**config.mk**
```make
export PLATFORM = sky130hd
export DESIGN_NAME = mss_sequencer
export DESIGN_NICKNAME = d
export VERILOG_FILES = /design/src/hw/mss_pkg.sv /design/src/hw/mss_step_if.sv /design/src/hw/mss_sequencer.sv /design/src/hw/mss_step_qual.sv
export SDC_FILE = /design/constraint.sdc
export NUM_CORES = 1
export LEC_CHECK = 0
export BUFFER_PORTS_ARGS = -buffer_cell sky130_fd_sc_hd__buf_2
export CAP_MARGIN = 20
export CORE_ASPECT_RATIO = 1.2
export CORE_MARGIN = 2
export CORE_UTILIZATION = 55
export CTS_CLUSTER_SIZE = 10
export DETAILED_ROUTE_END_ITERATION = 6
export PLACE_DENSITY = 0.72
export SYNTH_ARGS = -nofsm -noshare
export SYNTH_HDL_FRONTEND = slang
export SYNTH_SLANG_ARGS = --single-unit
export TNS_END_PERCENT = 10
```
**constraint.sdc**
```tcl
create_clock -name core_clk_in -period 4.08 [get_ports core_clk_in]
set_clock_uncertainty 0.2 [all_clocks]
set_input_delay 0.816 -clock core_clk_in [delete_from_list [all_inputs] [get_ports core_clk_in]]
set_output_delay 0.816 -clock core_clk_in [all_outputs]
set_load 0.01 [all_outputs]
```
**src/hw/mss_pkg.sv**
```systemverilog
`default_nettype none
package mss_pkg;
  // excitation modes, coded as {select_1, select_0}
  typedef enum logic [1:0] {
    MSS_TWO_PHASE = 2'b00,
    MSS_ONE_TWO = 2'b01,
    MSS_W_ONE_TWO = 2'b10,
    MSS_TWO_W_ONE_TWO = 2'b11
  } mss_mode_e;

  localparam int MSS_POS_W = 5;
  localparam int MSS_AMP_W = 8;
  localparam logic [MSS_POS_W-1:0] MSS_POS_INIT = 5'h00;
  localparam logic signed [MSS_AMP_W-1:0] MSS_FULL_POS = 8'sh64;
  localparam logic signed [MSS_AMP_W-1:0] MSS_FULL_NEG = -8'sh64;
  localparam logic signed [MSS_AMP_W-1:0] MSS_ZERO = 8'sh00;
  // two-phase table starts half a step (4 entries) back so A=+100, B=-100
  localparam logic [MSS_POS_W-1:0] MSS_TWO_PHASE_OFS = 5'h1c;
  localparam int MSS_CLK_HZ = 10000000;
  localparam int MSS_STEP_MAX_HZ = 5000;
endpackage
`default_nettype wire

```
**src/hw/mss_step_if.sv**
```systemverilog
`timescale 1ns/1ps
`default_nettype none
interface mss_step_if;
  logic step_cw;
  logic step_ccw;
  modport gen (output step_cw, output step_ccw);
  modport use_p (input step_cw, input step_ccw);
endinterface
`default_nettype wire

```
**src/hw/mss_sequencer.sv**
```systemverilog
// Overview of operation
// - enable high floats all winding outputs
// - position advances while outputs disabled
// - re-enable drives the reached position
// - reset low: outputs off, hold, monitor low
// - restart from initial position after reset
// - initial currents per excitation mode
// - decode two selects into four modes
// - qualified edges step cw or ccw
// - monitor low only at the initial position
`timescale 1ns/1ps
`default_nettype none
module mss_sequencer
  import mss_pkg::*;
(
  input wire logic core_clk_in,
  input wire logic resetn_in,
  input wire logic step_clock_a_in,
  input wire logic step_clock_b_in,
  input wire logic rotation_direction_in,
  input wire logic excitation_select_0_in,
  input wire logic excitation_select_1_in,
  input wire logic output_enable_n_in,
  output logic signed [MSS_AMP_W-1:0] current_a_out,
  output logic signed [MSS_AMP_W-1:0] current_b_out,
  output logic winding_oe_out,
  output logic position_monitor_n_out
);
  // ************************************************************
  // step qualification
  // ************************************************************
  mss_step_if step_if ();

  mss_step_qual mss_step_qual_inst (
    .core_clk_in(core_clk_in),
    .resetn_in(resetn_in),
    .step_clock_a_in(step_clock_a_in),
    .step_clock_b_in(step_clock_b_in),
    .rotation_direction_in(rotation_direction_in),
    .step(step_if.gen)
  );

  // ************************************************************
  // mode decode and position counter
  // ************************************************************
  mss_mode_e mode;
  logic two_phase;
  logic step_fwd;
  logic step_rev;
  logic [MSS_POS_W-1:0] pos_reg;
  logic [MSS_POS_W-1:0] pos_next;
  logic [MSS_POS_W-1:0] incr;
  logic [MSS_POS_W-1:0] idx;

  // modulo-32 position arithmetic; the carry out is dropped on purpose
  function automatic logic [MSS_POS_W-1:0] mss_pos_add(
    input logic [MSS_POS_W-1:0] p,
    input logic [MSS_POS_W-1:0] d
  );
    logic [MSS_POS_W:0] sum;
    begin
      sum = {1'b0, p} + {1'b0, d};
      mss_pos_add = sum[MSS_POS_W-1:0];
    end
  endfunction

  // subtraction as addition of the two's complement, same wrap
  function automatic logic [MSS_POS_W-1:0] mss_pos_sub(
    input logic [MSS_POS_W-1:0] p,
    input logic [MSS_POS_W-1:0] d
  );
    begin
      mss_pos_sub = mss_pos_add(p, ~d + 5'h01);
    end
  endfunction

  // table step size: 8, 4, 2, 1 entries of the 32-entry cycle
  function automatic logic [MSS_POS_W-1:0] mss_step_size(
    input mss_mode_e m
  );
    begin
      unique case (m)
        MSS_TWO_PHASE: mss_step_size = 5'h08;
        MSS_ONE_TWO: mss_step_size = 5'h04;
        MSS_W_ONE_TWO: mss_step_size = 5'h02;
        MSS_TWO_W_ONE_TWO: mss_step_size = 5'h01;
      endcase
    end
  endfunction

  assign mode = mss_mode_e'({excitation_select_1_in, excitation_select_0_in});
  assign two_phase = (mode == MSS_TWO_PHASE);
  assign incr = mss_step_size(mode);

  // both qualifiers can fire on one edge; forward wins
  assign step_fwd = step_if.step_cw;
  assign step_rev = step_if.step_ccw & ~step_if.step_cw;

  // counter ignores the output enable on purpose
  always_comb begin
    pos_next = pos_reg;
    if (step_fwd) begin
      pos_next = mss_pos_add(pos_reg, incr);
    end else if (step_rev) begin
      pos_next = mss_pos_sub(pos_reg, incr);
    end
  end

  // ************************************************************
  // position register
  // ************************************************************

  // a mode change mid-run keeps the position; coarse modes then
  // step from a fine point, a trade against forcing a re-reset
  always_ff @(posedge core_clk_in) begin
    if (!resetn_in) begin
      pos_reg <= MSS_POS_INIT;
    end else begin
      pos_reg <= pos_next;
    end
  end

  // ************************************************************
  // sine table
  // ************************************************************
  // quarter-wave of 100*sin(k*pi/16), k = 0..8
  function automatic logic signed [MSS_AMP_W-1:0] mss_sine(
    input logic [MSS_POS_W-1:0] p
  );
    logic [3:0] k;
    logic [7:0] m;
    begin
      k = p[3] ? (4'h8 - {1'b0, p[2:0]}) : {1'b0, p[2:0]};
      if (p[2:0] == 3'h0 && p[3]) begin
        k = 4'h8;
      end
      unique case (k)
        4'h0: m = 8'h00;
        4'h1: m = 8'h14;
        4'h2: m = 8'h26;
        4'h3: m = 8'h38;
        4'h4: m = 8'h47;
        4'h5: m = 8'h53;
        4'h6: m = 8'h5c;
        4'h7: m = 8'h62;
        default: m = 8'h64;
      endcase
      if (p[4]) begin
        mss_sine = -$signed(m);
      end else begin
        mss_sine = $signed(m);
      end
    end
  endfunction

  // full drive on both windings, sign from the quadrant
  function automatic logic signed [MSS_AMP_W-1:0] mss_square(
    input logic signed [MSS_AMP_W-1:0] v
  );
    begin
      if (v < 0) begin
        mss_square = MSS_FULL_NEG;
      end else begin
        mss_square = MSS_FULL_POS;
      end
    end
  endfunction

  // two-phase sits on the 45 degree diagonals, offset so start = (+,-)
  assign idx = two_phase ? mss_pos_add(pos_reg, MSS_TWO_PHASE_OFS) : pos_reg;

  logic signed [MSS_AMP_W-1:0] a_val;
  logic signed [MSS_AMP_W-1:0] b_val;

  always_comb begin
    a_val = mss_sine(mss_pos_add(idx, 5'h08));
    b_val = mss_sine(idx);
    if (two_phase) begin
      a_val = mss_square(a_val);
      b_val = mss_square(b_val);
    end
  end

  // ************************************************************
  // winding currents
  // ************************************************************
  // currents track the position while disabled, so re-enable needs no catch-up
  always_ff @(posedge core_clk_in) begin
    if (!resetn_in) begin
      current_a_out <= MSS_ZERO;
      current_b_out <= MSS_ZERO;
    end else begin
      current_a_out <= a_val;
      current_b_out <= b_val;
    end
  end

  // ************************************************************
  // winding output enable
  // ************************************************************
  // the pin drivers float the windings while this is low
  always_ff @(posedge core_clk_in) begin
    if (!resetn_in) begin
      winding_oe_out <= 1'b0;
    end else begin
      winding_oe_out <= ~output_enable_n_in;
    end
  end

  // ************************************************************
  // position monitor
  // ************************************************************
  // taken from the next position so it moves on the step edge itself
  always_ff @(posedge core_clk_in) begin
    if (!resetn_in) begin
      position_monitor_n_out <= 1'b0;
    end else begin
      position_monitor_n_out <= (pos_next != MSS_POS_INIT);
    end
  end
endmodule // mss_sequencer
`default_nettype wire

```
**src/hw/mss_step_qual.sv**
```systemverilog
`timescale 1ns/1ps
`default_nettype none
module mss_step_qual
  import mss_pkg::*;
(
  input wire logic core_clk_in,
  input wire logic resetn_in,
  input wire logic step_clock_a_in,
  input wire logic step_clock_b_in,
  input wire logic rotation_direction_in,
  mss_step_if.gen step
);
  logic a_reg;
  logic b_reg;
  logic a_rise;
  logic b_rise;

  // tracks the pins through reset too, so a clock that is already
  // high at release is not taken for a fresh edge
  always_ff @(posedge core_clk_in) begin
    a_reg <= step_clock_a_in;
    b_reg <= step_clock_b_in;
  end

  // edge qualified only while the other clock is high
  assign a_rise = step_clock_a_in & ~a_reg & step_clock_b_in;
  assign b_rise = step_clock_b_in & ~b_reg & step_clock_a_in;
  // reset gates both qualifiers, so nothing steps while held
  assign step.step_cw = resetn_in & (rotation_direction_in ? b_rise : a_rise);
  assign step.step_ccw = resetn_in & (rotation_direction_in ? a_rise : b_rise);
endmodule // mss_step_qual
`default_nettype wire

```
# --- After elaboration in Yosys (flattened, before gate mapping) ---
# Memories as Yosys holds them, arrays and structs flattened.
# Cells that the tools add are included.
word_totals:
  out_inout_bits: 18
  input_bits: 8
  latch_bits: 0
  reg_bits: 25
  mem_bits_ro: 112
  elab_cells: 59
  ram_bits: 0
  n_memories: 2
memory_table:
  columns: ["memory", "depth", "width", "read_ports", "rd_ports_with_merged_regs", "write_ports", "line_no", "source"]
  rows:
  - ["(name not given)", 8, 7, 1, 0, 0, "mss_sequencer.sv:137", "unique case (k)"]
  - ["(name not given)", 8, 7, 1, 0, 0, "mss_sequencer.sv:137", null]
classes:
  magnitude_cmp: 2
  bitwise_logic: 12
  div_mod_pow: 0
  n_mul: 0
  n_eq_ne: 3
  n_addsub: 9
  shift: 0
  n_reduce_logical: 6
  mux: 18
op_table:
  columns: ["op", "n"]
  rows:
  - ["8-bit 2-to-1 mux", 8]
  - ["5-bit case mux with 4 select lines", 1]
  - ["8-bit by 1-bit < comparator with 1-bit output, second input constant", 2]
  - ["4-bit 2-to-1 mux", 4]
  - ["8-bit negator", 2]
  - ["5-bit 2-to-1 mux", 3]
  - ["5-bit adder", 2]
  - ["4-bit by 3-bit subtractor with 4-bit output, first input constant", 2]
  - ["1-bit bitwise AND", 7]
  - ["3-bit zero test", 2]
  - ["5-bit by 1-bit adder with 5-bit output, second input constant", 1]
  - ["5-bit by 4-bit adder with 5-bit output, second input constant", 1]
  - ["5-bit adder, second input constant", 1]
  - ["5-bit inverter", 1]
  - ["5-bit nonzero test", 1]
  - ["2-bit == test, second input constant", 2]
  - ["1-bit inverter", 4]
  - ["2-bit by 1-bit == test with 1-bit output, second input constant", 1]
  - ["1-bit logical AND", 2]
  - ["2-bit zero test", 1]
  - ["1-bit 2-to-1 mux", 2]

# --- Logic depth before layout (Yosys ltp) ---
# An unclocked memory read counts as a cell.
logic_depth:
  depth_word: 13
  depth_mapped: 14
  depth_no_buf: 12

# --- By module ---
# Synthesis repeated with hierarchy kept, for this count alone.
hier_totals:
  hier_cells: 297
  area_unflattened_um2: 2472.4
modules_own_cells:
  columns: ["module", "area_each_um2", "seq_area_each_um2", "instances", "cells_each"]
  rows:
  - ["mss_sequencer", 2399.8, 460.4, 1, 290]
  - ["mss_step_qual", 72.6, 40.0, 1, 7]

# --- Least setup slack after synthesis ---
# OpenSTA, ideal clock, no wires.
synth_timing:
  path_kind: "in2reg"
  from: "input excitation_select_0_in"
  to: "register position_monitor_n_out"
  arrival_time_ns: 2.829
  n_path_buf: 1
  required_ns: 3.760
  path_slack_ns: 0.931
  cell_stages: 11
  setup_ns: 0.120
  cell_sequence: "buf_2 > and2_1 > ha_1 > inv_1 > fa_1 > a21oi_1 > nor2_1 > o32a_1 > xnor2_1 > or3_1 > o31a_1"
synth_via:
  elab_chain_cells: 8
  word_cells_on_any_way: 12
  classes_between: "add/sub (3); eq/ne (3); mux (3); bitwise (1); reduce/logical (2)"
synth_rtl:
  columns: ["item", "line_no", "source"]
  rows:
  - ["start: declaration", "mss_sequencer.sv:21", "input wire logic excitation_select_0_in,"]
  - ["2-bit == test, or another cell as far along", "mss_sequencer.sv:82", "unique case (m)"]
  - ["5-bit case mux with 4 select lines *", "mss_sequencer.sv:82", null]
  - ["5-bit inverter", "mss_sequencer.sv:73", "mss_pos_sub = mss_pos_add(p, ~d + 5'h01);"]
  - ["5-bit by 1-bit adder with 5-bit output", "mss_sequencer.sv:73", null]
  - ["5-bit adder", "mss_sequencer.sv:62", "sum = {1'b0, p} + {1'b0, d};"]
  - ["5-bit 2-to-1 mux", "mss_sequencer.sv:104", "end else if (step_rev) begin"]
  - ["5-bit 2-to-1 mux *", "mss_sequencer.sv:102", "if (step_fwd) begin"]
  - ["5-bit nonzero test *", "mss_sequencer.sv:218", "position_monitor_n_out <= (pos_next != MSS_POS_INIT);"]
  - ["end signal: assignment", "mss_sequencer.sv:218", null]
  - ["end: declaration", "mss_sequencer.sv:27", "output logic position_monitor_n_out"]
# Every way passes the cells marked *; elsewhere a longest branch is shown, timed or not. The select of a mux whose other input is x is not followed.
# A chain may end at the register's enable or synchronous reset.

# --- Worst setup path after layout ---
layout_timing:
  from: "register pos_reg[3]"
  to: "register current_b_out[4]"
layout_via:
  elab_chain_cells: 11
  word_cells_on_any_way: 12
  classes_between: "add/sub (2); order compare (1); mux (7); reduce/logical (1); memory (1)"
layout_rtl:
  columns: ["item", "line_no", "source"]
  rows:
  - ["start: declaration", "mss_sequencer.sv:50", "logic [MSS_POS_W-1:0] pos_reg;"]
  - ["start signal: assignment", "mss_sequencer.sv:119", "pos_reg <= pos_next;"]
  - ["5-bit adder", "mss_sequencer.sv:62", null]
  - ["5-bit 2-to-1 mux *", "mss_sequencer.sv:170", "assign idx = two_phase ? mss_pos_add(pos_reg, MSS_TWO_PHASE_OFS) : pos_reg;"]
  - ["4-bit 2-to-1 mux / 1-bit logical AND (equally long branches)", "mss_sequencer.sv:133, mss_sequencer.sv:134", null]
  - ["4-bit 2-to-1 mux", "mss_sequencer.sv:134", "if (p[2:0] == 3'h0 && p[3]) begin"]
  - ["memory read 8 x 7 bit", null, null]
  - ["8-bit 2-to-1 mux", "mss_sequencer.sv:137", null]
  - ["8-bit negator", "mss_sequencer.sv:149", "mss_sine = -$signed(m);"]
  - ["8-bit 2-to-1 mux *", "mss_sequencer.sv:148", "if (p[4]) begin"]
  - ["8-bit by 1-bit < comparator with 1-bit output", "mss_sequencer.sv:161", "if (v < 0) begin"]
  - ["8-bit 2-to-1 mux", "mss_sequencer.sv:161", null]
  - ["8-bit 2-to-1 mux *", "mss_sequencer.sv:178", "if (two_phase) begin"]
  - ["end signal: assignment", "mss_sequencer.sv:194", "current_b_out <= b_val;"]
  - ["end: declaration", "mss_sequencer.sv:25", "output logic signed [MSS_AMP_W-1:0] current_b_out,"]
# Every way passes the cells marked *; elsewhere a longest branch is shown, timed or not.

==> run metrics <==
Synth-to-Final Area Change=8.586%; number of antenna violations at the first check in global routing=0; effective utilization at floorplan=0.5635; aggregate global routing overflow=0; # DRC=0; floorplan row count=25; met2 routed WL=2.426 mm; highest clock rate=282.2 MHz; P per Cell Area=296.0 nW/µm²; Vert. Die Dim=73.06 µm; critical path capture point type=flop; Final #Nets=310; Synth cell types=65; via count of the first global-routing pass=1,846; hold path depth=1; routed metal-1 wire length=2.223 mm; status=finished, final reports clean; multiplexer area fraction after synthesis=0.04007; post-CTS setup buffers=0; Post-Syn Area=2186 µm²; Die Area=4497 µm²; Root Driver=clkbuf_8; unrepaired setup endpoints after global routing=no; compound-gate portion of the synthesized area=0.2959; share of synthesized registers carrying an async set or reset=0; max-cap violation count=0; fraction of final layout cells with drive strength greater than 1=0.1860; Crit Reg-Reg Startpoint=pos_reg[3]$_SDFF_PN0_; proportion of power drawn by flip-flops and latches=0.393; Detail Route Antenna Nets=0; cell depth of the worst flop-to-flop path=11; uppermost layer routed=met4; capture point of the worst reg-to-reg path=current_b_out[4]$_SDFF_PN0_; post-placement setup slack=0.6175 ns; worst hold path type=in -> reg; largest net degree at the start of global routing=23; Num CTS Buffers=3; least setup slack across all paths after layout=0.5368 ns; Gate power share=0.392; number of instances resized during post-cts repair=0; post-synthesis adder-cell area fraction=0.09845; count of final setup violators=0; setup total negative slack=0 ns; category of the worst setup path launch point=flop; portion of synthesized cell area occupied by the leading cell type=0.2290; Switching Share=0.3621; worst-skew pair later-pin latency=0.27 ns; yosys warns=0; Ports=26; Clock Sinks=25; critical-path cell with the highest stage delay=dfxtp_1; start point of the worst min-delay path=step_clock_a_in; Total Routing Usage GR=0.2469; chip width=61.55 µm; Routed WL=4.965 mm; min cycle time layout=3.543 ns; Final Hold Viols=0; post-synthesis simple-gate area fraction=0.2227; library cell occupying the most area in the post-synthesis netlist=dfxtp_1; gate count after technology mapping=268; final estimated routing congestion in global placement=0.8816; internal power of the cells=0.4482 mW; hold buffers post-CTS=0; count of routing violations after the opening detailed-route iteration=110; Avg WL per Cell=14.65 µm; cells along the critical path=inv_1, ha_1, nor3_1, o21ai_1, a2bb2oi_1, nand2b_1, ha_1, a21bo_2, o31ai_1, xor2_1, o21ai_1; number of port buffers=25; via-per-instance ratio=5.888; dominant combinational cell family by area after synthesis=compound AO/OA/AOI/OAI gates; CTS H-tree lvls=1; CP bufs+invs=1; largest fanout of any net on the critical path=14; P_leak=1.020 nW; Clock Path Buffers=2; wire length of the first global-routing pass=8.659 mm; utilization after layout=0.6119; clock transition at the register clock pins on the worst setup and hold paths after CTS=0.09 ns; total via count after detailed routing=1,996; total of flip-flops plus latches after synthesis=25; Slew Limit Headroom=0.5952; maximum vdd ir drop=0.1373 mV; data arrival time at the worst-slack endpoint=3.51 ns; Min-Delay Endpoint=mss_step_qual_inst.a_reg$_DFF_P_; sequential-to-total area share from yosys stat=0.2290; FF-to-FF setup slack=0.54 ns; ratio of final minimum period to clock period=0.8684; Required @ worst endpoint=4.04 ns; actual transition at the worst max-transition pin=0.6064 ns; met3 routed wirelength=243 µm; critical path type=reg -> reg; most instantiated flip-flop cell in the synthesis netlist=dfxtp_1; area of the core region=3879 µm²; antenna diode count=0; synthesized netlist net count=292; final max-slew violation count=0; total iterations of the first detailed-routing run=4; half-perimeter wire length of the detailed placement result=3.794 mm; cell types with the largest area share after synthesis=dfxtp_1 (23%), ha_1 (8.0%), a21oi_1 (4.6%); Post-Synthesis Mean Instance Area=8.156 µm²; CTS tree=done; Crit path max-delay family=compound AO/OA/AOI/OAI gates; sw power=0.2544 mW; xor/xnor cell area share of the yosys netlist=0.04808; peak per-stage delay on the critical path=0.70 ns; count of flip-flops with a built-in enable after synthesis=0; portion of total power attributed to the clock network=0.215; commonest cells after routing, fill and taps aside=dfxtp_1 (25), buf_2 (25), a21oi_1 (20)
## per-stage QoR
stage	hold slack [ns]	std cells	power (mW)	area, µm²
after floorplan	0.5601	268	0.4921	2186
after global placement	0.6036	335	0.5507	2325
after detailed placement	0.5944	335	0.5531	2325
after CTS	0.4735	339	0.7036	2374
after global routing	0.4884	339	0.7501	2374
final	0.4820	339	0.7026	2374
## how the worst max path moves through the flow
| stage | start | slack (ns) | cells after the start | endpoint |
|---|---|---|---|---|
| after floorplan | excitation_select_0_in | 0.93 | 11 | position_monitor_n_out$_SDFF_PN0_ |
| after global placement | pos_reg[3]$_SDFF_PN0_ | 0.72 | 11 | current_b_out[4]$_SDFF_PN0_ |
| after detailed placement | pos_reg[3]$_SDFF_PN0_ | 0.62 | 11 | current_b_out[4]$_SDFF_PN0_ |
| after CTS | pos_reg[3]$_SDFF_PN0_ | 0.60 | 11 | current_b_out[4]$_SDFF_PN0_ |
| after global routing | pos_reg[3]$_SDFF_PN0_ | 0.17 | 12 | current_b_out[6]$_SDFF_PN0_ |
| final | pos_reg[3]$_SDFF_PN0_ | 0.54 | 11 | current_b_out[4]$_SDFF_PN0_ |
## area by class of cell
type	count	area, µm²
clock buffers	3	41.29
clock inverters	1	7.507
fillers	362	1505
inverters	18	67.56
multi-input cells	210	1541
flip-flops and latches	25	500.5
well taps	54	67.56
repair buffers	28	147.6
## kinds of logic after synthesis
group,after synthesis
flip-flops,25
multiplexers,8
adder cells (fa/ha/maj),16
XOR/XNOR,12
AND/OR/NAND/NOR,86
AO/OA/AOI/OAI,88
buffers and inverters,33
## worst register-to-register path, cell delays in order, from the launching register on
cell and delay [ns]:
dfxtp_1 0.70, inv_1 0.10, ha_1 0.41, nor3_1 0.32, o21ai_1 0.23, a2bb2oi_1 0.30
nand2b_1 0.21, ha_1 0.21, a21bo_2 0.23, o31ai_1 0.30, xor2_1 0.17, o21ai_1 0.06
## cells in the mapped netlist (6+ instances only)
master and count:
nand2_1 17, o21ai_1 6, xnor2_1 9, and2_1 8
buf_2 7, o22ai_1 7, inv_1 17, nand2b_1 8
nor2_1 16, clkbuf_1 6, o21ai_0 7, ha_1 14
dfxtp_1 25, nand3_1 9, a21oi_1 20
## per-layer routing
metal / vias to the layer above / global-route usage
li1: 1005 / -
met1: 914 / 0.3384
met2: 69 / 0.4094
met3: 8 / 0.01773
met4: 0 / 0.06856
met5: - / 0
## power by group through the flow
stage / registers [mW] / clock network (mW) / logic (mW)
2_1_floorplan: 0.289 / 0 / 0.203
3_3_place_gp: 0.282 / 0 / 0.269
3_5_place_dp: 0.282 / 0 / 0.271
4_1_cts: 0.276 / 0.154 / 0.273
5_1_grt: 0.280 / 0.163 / 0.307
6_report: 0.276 / 0.151 / 0.275
No activity file was read; power rests on OpenSTA's default activity.
